**src/hw/msirq_pkg.sv**
```systemverilog
`default_nettype none
package msirq_pkg;
    localparam int MSIRQ_W = 24;
    // Printed offsets are word indices; byte address is four times the index
    localparam logic [7:0] MSIRQ_IDX_FLAGS = 8'h0f;
    localparam logic [7:0] MSIRQ_IDX_ENABLE = 8'h1a;
    localparam logic [7:0] MSIRQ_IDX_TEMP = 8'h1b;
    localparam logic [7:0] MSIRQ_IDX_ACTIVE_ENERGY_PULSE_VALUE = 8'h1d;
    localparam logic [7:0] MSIRQ_IDX_APPARENT_ENERGY_PULSE_VALUE = 8'h1e;
    localparam logic [7:0] MSIRQ_IDX_REACTIVE_ENERGY_PULSE_VALUE = 8'h1f;
    localparam logic [7:0] MSIRQ_IDX_TSCALE = 8'h20;
    localparam logic [7:0] MSIRQ_IDX_TBIAS = 8'h21;
    localparam logic [23:0] MSIRQ_FLAGS_RST = 24'h000001;
    localparam logic [23:0] MSIRQ_ENABLE_RST = 24'h000000;
    // Gain is unsigned 2.22, so one is 0x400000
    localparam logic [23:0] MSIRQ_TSCALE_RST = 24'h400000;
    localparam logic [23:0] MSIRQ_TBIAS_RST = 24'h000000;
    localparam int MSIRQ_TSCALE_FRAC = 22;
    localparam int B_LOWRATE = 23;
    localparam int B_CUR_B_SAMP = 22;
    localparam int B_VOLT_B_SAMP = 21;
    localparam int B_SAMPLE_RDY = 20;
    localparam int B_CUR_B_RMS = 19;
    localparam int B_VOLT_B_RMS = 18;
    localparam int B_CUR_A_SAMP = 17;
    localparam int B_VOLT_A_SAMP = 16;
    localparam int B_ENERGY_B = 15;
    localparam int B_CUR_A_RMS = 14;
    localparam int B_VOLT_A_RMS = 13;
    localparam int B_ENERGY_A = 12;
    localparam int B_CUR_A_FAULT = 11;
    localparam int B_VOLT_A_DIP = 10;
    localparam int B_CUR_B_FAULT = 9;
    localparam int B_VOLT_B_DIP = 8;
    localparam int B_TEMP_UPD = 7;
    localparam int B_VOLT_B_OSC = 6;
    localparam int B_CUR_B_OSC = 5;
    localparam int B_VOLT_A_OSC = 4;
    localparam int B_CUR_A_OSC = 3;
    localparam int B_LOW_SUPPLY = 2;
    localparam int B_FREQ_UPD = 1;
    localparam int B_BAD_CMD_N = 0;

    typedef struct packed {
        logic psel;
        logic penable;
        logic pwrite;
        logic [31:0] paddr;
        logic [31:0] pwdata;
    } msirq_apb_req_t;

    typedef struct packed {
        logic [23:0] flags;
        logic [23:0] enable;
        logic [23:0] temp;
        logic [23:0] tscale;
        logic [23:0] tbias;
        logic [23:0] active_energy_pulse_value;
        logic [23:0] apparent_energy_pulse_value;
        logic [23:0] reactive_energy_pulse_value;
        logic [23:0] ev_s1;
        logic [23:0] ev_s2;
        logic [1:0] ls_s1;
        logic [1:0] ls_s2;
        logic ls_latched;
        logic [31:0] prdata;
        logic pslverr;
        logic irq;
    } msirq_state_t;
endpackage : msirq_pkg
`default_nettype wire

```
**src/hw/msirq_top.sv**
```systemverilog
// Decided for this implementation: the APB slave port.
`default_nettype none
module msirq_top
    import msirq_pkg::*;
(
    input wire logic REF_CLK,
    input wire logic RESET_N,
    input wire logic PSEL,
    input wire logic PENABLE,
    input wire logic PWRITE,
    input wire logic [31:0] PADDR,
    input wire logic [31:0] PWDATA,
    output logic [31:0] PRDATA,
    output logic PREADY,
    output logic PSLVERR,
    // Event level inputs, one per flag bit except bit 2, which is unused (low supply comes from the supply pins); bit 0 is the bad-command condition (high = bad)
    input wire logic [23:0] EVENT_COND,
    input wire logic SUPPLY_LOW_TRIP,
    input wire logic SUPPLY_HIGH_OK,
    input wire logic TEMP_RAW_VALID,
    input wire logic [23:0] TEMP_RAW,
    input wire logic PULSE_VALID,
    input wire logic [23:0] ACTIVE_ENERGY_PULSE_VALUE_IN,
    input wire logic [23:0] APPARENT_ENERGY_PULSE_VALUE_IN,
    input wire logic [23:0] REACTIVE_ENERGY_PULSE_VALUE_IN,
    output logic [23:0] DIE_TEMPERATURE,
    output logic [23:0] ENERGY_PULSE_A,
    output logic [23:0] ENERGY_PULSE_S,
    output logic [23:0] ENERGY_PULSE_Q,
    output logic INT_REQ
);
    msirq_state_t s_q;
    msirq_state_t s_d;
    msirq_apb_req_t req;
    logic [7:0] idx;
    logic wr_en;
    logic rd_en;
    logic hit;
    logic signed [48:0] prod;
    // One spare bit so a gain near four plus a full bias cannot wrap before saturation
    logic signed [26:0] scaled;
    logic [23:0] cond;
    logic [23:0] clr;

    function automatic logic mapped(input logic [7:0] i);
        mapped = (i == MSIRQ_IDX_FLAGS) || (i == MSIRQ_IDX_ENABLE) ||
                 (i == MSIRQ_IDX_TEMP) || (i == MSIRQ_IDX_ACTIVE_ENERGY_PULSE_VALUE) ||
                 (i == MSIRQ_IDX_APPARENT_ENERGY_PULSE_VALUE) || (i == MSIRQ_IDX_REACTIVE_ENERGY_PULSE_VALUE) ||
                 (i == MSIRQ_IDX_TSCALE) || (i == MSIRQ_IDX_TBIAS);
    endfunction : mapped

    always_comb begin
        req = '{psel: PSEL, penable: PENABLE, pwrite: PWRITE, paddr: PADDR, pwdata: PWDATA};
        idx = req.paddr[9:2];
        hit = mapped(idx) && (req.paddr[31:10] == 22'h000000) && (req.paddr[1:0] == 2'h0);
        wr_en = req.psel && req.penable && req.pwrite && hit;
        rd_en = req.psel && !req.penable && !req.pwrite;
    end

    // Temperature rescale: signed raw times unsigned gain plus bias
    always_comb begin
        prod = $signed(TEMP_RAW) * $signed({1'b0, s_q.tscale});
        scaled = 27'(prod >>> MSIRQ_TSCALE_FRAC) + 27'($signed(s_q.tbias));
    end

    always_comb begin
        s_d = s_q;
        s_d.ev_s1 = EVENT_COND;
        s_d.ev_s2 = s_q.ev_s1;
        s_d.ls_s1 = {SUPPLY_HIGH_OK, SUPPLY_LOW_TRIP};
        s_d.ls_s2 = s_q.ls_s1;
        cond = s_q.ev_s2;
        // Low supply latches on the low trip and only releases above the high level
        if (s_q.ls_s2[0]) begin
            s_d.ls_latched = 1'b1;
        end else if (s_q.ls_s2[1]) begin
            s_d.ls_latched = 1'b0;
        end
        cond[B_LOW_SUPPLY] = s_q.ls_latched || s_q.ls_s2[0];
        cond[B_TEMP_UPD] = s_q.ev_s2[B_TEMP_UPD] || TEMP_RAW_VALID;
        s_d.pslverr = 1'b0;
        clr = 24'h000000;
        if (wr_en && idx == MSIRQ_IDX_FLAGS) begin
            clr = req.pwdata[23:0];
        end
        for (int i = 1; i < MSIRQ_W; i++) begin
            // Set beats clear; a still-present condition keeps the bit
            s_d.flags[i] = cond[i] || (s_q.flags[i] && !clr[i]);
        end
        // Active low: a bad command drives zero, a one written restores it when gone
        s_d.flags[B_BAD_CMD_N] = !cond[B_BAD_CMD_N] &&
                                 (s_q.flags[B_BAD_CMD_N] || clr[B_BAD_CMD_N]);
        if (wr_en && idx == MSIRQ_IDX_ENABLE) begin
            s_d.enable = req.pwdata[23:0];
        end
        if (wr_en && idx == MSIRQ_IDX_TSCALE) begin
            s_d.tscale = req.pwdata[23:0];
        end
        if (wr_en && idx == MSIRQ_IDX_TBIAS) begin
            s_d.tbias = req.pwdata[23:0];
        end
        if (TEMP_RAW_VALID) begin
            // Saturate to the signed 24-bit range of 8.16 Celsius
            if (scaled > 27'sh07fffff) begin
                s_d.temp = 24'h7fffff;
            end else if (scaled < -27'sh0800000) begin
                s_d.temp = 24'h800000;
            end else begin
                s_d.temp = scaled[23:0];
            end
        end
        if (PULSE_VALID) begin
            s_d.active_energy_pulse_value = ACTIVE_ENERGY_PULSE_VALUE_IN;
            s_d.apparent_energy_pulse_value = APPARENT_ENERGY_PULSE_VALUE_IN;
            s_d.reactive_energy_pulse_value = REACTIVE_ENERGY_PULSE_VALUE_IN;
        end
        if (rd_en) begin
            case (idx)
                MSIRQ_IDX_FLAGS: s_d.prdata = {8'h00, s_q.flags};
                MSIRQ_IDX_ENABLE: s_d.prdata = {8'h00, s_q.enable};
                MSIRQ_IDX_TEMP: s_d.prdata = {8'h00, s_q.temp};
                MSIRQ_IDX_ACTIVE_ENERGY_PULSE_VALUE: s_d.prdata = {8'h00, s_q.active_energy_pulse_value};
                MSIRQ_IDX_APPARENT_ENERGY_PULSE_VALUE: s_d.prdata = {8'h00, s_q.apparent_energy_pulse_value};
                MSIRQ_IDX_REACTIVE_ENERGY_PULSE_VALUE: s_d.prdata = {8'h00, s_q.reactive_energy_pulse_value};
                MSIRQ_IDX_TSCALE: s_d.prdata = {8'h00, s_q.tscale};
                MSIRQ_IDX_TBIAS: s_d.prdata = {8'h00, s_q.tbias};
                default: s_d.prdata = 32'h00000000;
            endcase
        end
        if (req.psel && !req.penable && !hit) begin
            s_d.pslverr = 1'b1;
        end
        // Bad-command event is the bit reading zero
        s_d.irq = (|(s_q.flags[23:1] & s_q.enable[23:1])) ||
                  (!s_q.flags[B_BAD_CMD_N] && s_q.enable[B_BAD_CMD_N]);
    end

    always_ff @(posedge REF_CLK) begin
        if (!RESET_N) begin
            s_q <= '0;
            s_q.flags <= MSIRQ_FLAGS_RST;
            s_q.enable <= MSIRQ_ENABLE_RST;
            s_q.tscale <= MSIRQ_TSCALE_RST;
            s_q.tbias <= MSIRQ_TBIAS_RST;
            s_q.ev_s1[B_BAD_CMD_N] <= 1'b0;
        end else begin
            s_q <= s_d;
        end
    end

    // Answer in the first access cycle; read data was captured in setup
    assign PREADY = 1'b1;
    assign PRDATA = s_q.prdata;
    assign PSLVERR = s_q.pslverr && PSEL && PENABLE;
    assign DIE_TEMPERATURE = s_q.temp;
    assign ENERGY_PULSE_A = s_q.active_energy_pulse_value;
    assign ENERGY_PULSE_S = s_q.apparent_energy_pulse_value;
    assign ENERGY_PULSE_Q = s_q.reactive_energy_pulse_value;
    assign INT_REQ = s_q.irq;
endmodule : msirq_top
`default_nettype wire

```
**config.mk**
```make
export PLATFORM = sky130hd
export DESIGN_NAME = msirq_top
export DESIGN_NICKNAME = d
export VERILOG_FILES = /design/src/hw/msirq_pkg.sv /design/src/hw/msirq_top.sv
export SDC_FILE = /design/constraint.sdc
export NUM_CORES = 2
export LEC_CHECK = 0
export BUFFER_PORTS_ARGS = -buffer_cell sky130_fd_sc_hd__buf_2
export CORE_UTILIZATION = 50
export DETAILED_ROUTE_END_ITERATION = 10
export PLACE_DENSITY = 0.72
export RECOVER_POWER = 25
export SLEW_MARGIN = 10
export SYNTH_ARGS = -nofsm -noshare
export SYNTH_HDL_FRONTEND = slang
export SYNTH_SLANG_ARGS = --single-unit
```
**constraint.sdc**
```tcl
create_clock -name REF_CLK -period 8.04 [get_ports REF_CLK]
set_input_delay 0.402 -clock REF_CLK [delete_from_list [all_inputs] [get_ports REF_CLK]]
set_output_delay 0.402 -clock REF_CLK [all_outputs]
set_load 0.02 [all_outputs]
```
==> metrics.md <==
| Metric | Value |
|---|---|
| CP dominant cell by count | fa_1 |
| Global-route wire length before repair | around 140,000 um |
| Synth area leaders | fa_1, dfxtp_1, ha_1 |
| Final instance area | 37,560 um^2 |
| Post-route insts no fill | 4,693 |
| Worst skew pair latency | 570 ps |
| Worst Tran Pin Value | 2773 ps |
| Crit path capture | DIE_TEMPERATURE[3] |
| Comb power frac | 29.1% |
| Skew final | 27.07 ps |
| Leading area contributor after synthesis | fa_1 |
| Clock power frac | 34.7% |
| Family with the most delay on the worst path | adder cells |
| Ports | 324 |
| Critical Path RT | 8500 ps |
| Die Footprint | 64,670 um^2 |
| Final WL | 90,770 um |
| Peak VDD IR | 0.0001821 V |
| Power per cell area | 107.1 nW/um^2 |
| Int Pwr | 2.768 mW |
| Initial Util | 50.55% |
| CTS tree | yes |
| Most frequent cell after synthesis | inv_1 |
| Drt wl/cell | 19.34 um |
| Switching Share | a little under a third |
| Final hold vios | 0 |
| Multi-input combinational cell area | 23,520 um^2 |
| CP Capture Type | flip-flop |
| Row count | a little over 90 |
| Clk sinks | 269 |
| Largest net degree at the start of global routing | 152 |
| Final Worst Setup Slack | -838.1 ps |
| Layout cell share with drive strength beyond 1 | 22.81% |
| Die Span X | 254.3 um |
| DR DRC count | 0 |
| Worst Hold Class | in -> reg |
| Tot GR Track Use | between 20 and 30% |
| H-tree lvl count | 1 |
| EDFF count, synth | 0 |
| Via count | 25.16k |
| Cells after DPL | approximately 4.6k |
| DR vias/cell | around 5.4 |
| Die height | 254.3 um |
| Synth Register Bits | 269 |
| CTS clk-pin slew, worst paths | approximately 70 ps |
| Leak pwr | 18.67 nW |
| CP arrival | 9340 ps |
| Critical Path Stages | 36 |
| Mapped cell area | 31,830 um^2 |
| R2R depth | 36 |
| Ys async rst share | 0% |
| Hold_ws | 31.33 ps |
| Reg2reg start | s_q[199] |
| Outcome | finished, violations left |
| Most instantiated cells after synthesis | inv_1, fa_1, nand2_1 |
| Final setup viols | 24 |
| Sequential area share after synthesis | 16.92% |
| CP Max Fanout | 9 |
| Primary FF master, synth | dfxtp_1 |
| Min Clock Period, post-route | between 8000 and 9000 ps |
| CTS Buffer Depth | 3 |
| Max stage delay on crit path | approximately 560 ps |
| Violated checks | capacitance limit, slew limit, setup timing |
| GPL Wtd Cong | about 0.9 |
| Relative slew slack | -84.85% |
| Cells after synthesis | 3,442 |
| Gr ovfl total | 0 |
| Number of max-cap violations | 2 |
| FF-to-FF setup slack | -840 ps |
| Pre-antenna DRT Iters | 5 |
| Net Switching | 1.253 mW |
| Nets | 4,726 |
| Avg Cell Area, Syn | roughly 9.2 um^2 |
| Pins Over Slew Limit | 75 |
| I/O Buffers | 305 |
| RR Endpoint | DIE_TEMPERATURE[3] |
| Filler cells | 5,359 |
| Root Buffer | clkbuf_16 |
| Post-placement cell area | 35,670 um^2 |
| CTS Hold Bufs | 0 |
| Final worst path period share | 110.4% |
| Final core utilization | between 50 and 60% |
| DRT iter0 DRCs | 2,028 |
| Buf+Inv Stages, Crit Path | 10 |
| Core box area | 62,970 um^2 |
| Post-synth cell types | 65 |
| Crit. Startpoint | s_q[199] |
| Fmax | around 0.11 GHz |
| Syn-to-layout area delta | 18.00% |
| Seq. cell area | 5428 um^2 |
| Setup Crit Path Kind | reg -> reg |
| Startpoint Class | flip-flop |
| Slowest cell on the critical path | fa_2 |
| RSZ-0062 raised after global routing | true |
| Vias in the first global route | around 26k |
| Share of the synthesized area in the top cell type | 30.31% |
| Initial antenna violation count | 5 |
| Seq pwr share | approximately 36% |
| Post-route ant nets | 0 |
| CTS Buf Count | 27 |
| Post-DP HPWL | roughly 73,000 um |
| Synth warn | 0 |
## per-stage QoR
stage                     TNS [ps]  worst slack (ps)  power (mW)
after floorplan              -7675            -355.6       2.118
after global placement      -23150            -994.6       2.517
after detailed placement    -23640             -1049       2.526
after CTS                   -14810            -663.0       3.986
after global routing        -25910             -1130       4.186
final                       -18760            -838.1       4.021
## layout make-up
cell class | instances | area share (%)
Antenna cell | 3 | 0.01999
Clock buffer | 37 | 2.059
Tap cell | 846 | 2.818
Clock inverter | 12 | 0.5563
Sequential cell | 269 | 14.45
Timing Repair Buffer | 661 | 12.16
Multi-Input combinational cell | 2332 | 62.61
Inverter | 533 | 5.326
## timing repair
item / CTS / global route
endpoints found under the hold margin: 0 / 0
endpoints found under the setup margin: 24 / 24
gates resized for setup: 96 / 62
pin swaps: 44 / 39
cloned: 2 / 1
buffers inserted: 24 / 15
## per-layer routing
metal	track usage [%]	up-vias	part of all wire (%)
met5	0	-	0
met4	5.990	0	2.4
met3	4.236	132	7.4
met2	46.56	950	47
met1	39.88	12610	43
li1	-	11460	-
## power groups by stage
stage                     logic, mW  clock network (mW)  registers (mW)
after floorplan               0.671                   0            1.45
after global placement         1.03                   0            1.48
after detailed placement       1.04                   0            1.48
after CTS                      1.13                1.41            1.45
after global routing           1.27                1.46            1.46
final                          1.17                1.40            1.45
## worst register-to-register path: cells and delay by family (launching register included)
family                     cells  cell delay, ps
xor gates and xnor gates       1             160
AOI/OAI and AO/OA              8            1850
DFF                            1             330
and+or+nand+nor                8            1140
adders and majority gates      9            4210
buffers and inverters         10            1080
## cells by family after synthesis
| family | Yosys count | share of synthesized area (%) |
|---|---|---|
| compound gates | 359 | 7.984 |
| xor+xnor | 47 | 1.293 |
| fa+ha+maj | 709 | 39.24 |
| buf+inv | 848 | 11.62 |
| flops | 269 | 16.92 |
| mux | 192 | 6.132 |
| other cells | 2 | 0.02359 |
| simple gates | 1016 | 16.80 |
## registers in the layout, summed over array words and instances (netlist names)
register / flops
INT_REQ: 1
ENERGY_PULSE_A: 24
DIE_TEMPERATURE: 24
s_d: 25
cond: 22
s_q: 101
ENERGY_PULSE_S: 24
PRDATA: 24
ENERGY_PULSE_Q: 24
## how the worst min path moves through the flow
stage | from | endpoint | slack (ps) | depth (start not counted)
after CTS | EVENT_COND[16] | s_d[55] | 20 | 2
after floorplan | cond[0] | s_q[255] | 400 | 1
final | EVENT_COND[1] | s_d[40] | 30 | 2
after detailed placement | s_d[58] | cond[19] | 420 | 1
after global routing | SUPPLY_LOW_TRIP | s_d[35] | 40 | 2
after global placement | cond[0] | s_q[255] | 410 | 1
## cells in the final DEF (no fill, tap or decap), drive strengths merged, types with 33 or more instances in the layout
cell	n
buf	633
inv	534
nand2	339
a22oi	33
fa	482
o21ai	55
nor2b	184
a21oi	75
nor2	73
mux2i	168
clkbuf	65
ha	227
dfxtp	269
and2	320
No activity file was read; power rests on OpenSTA's default activity.
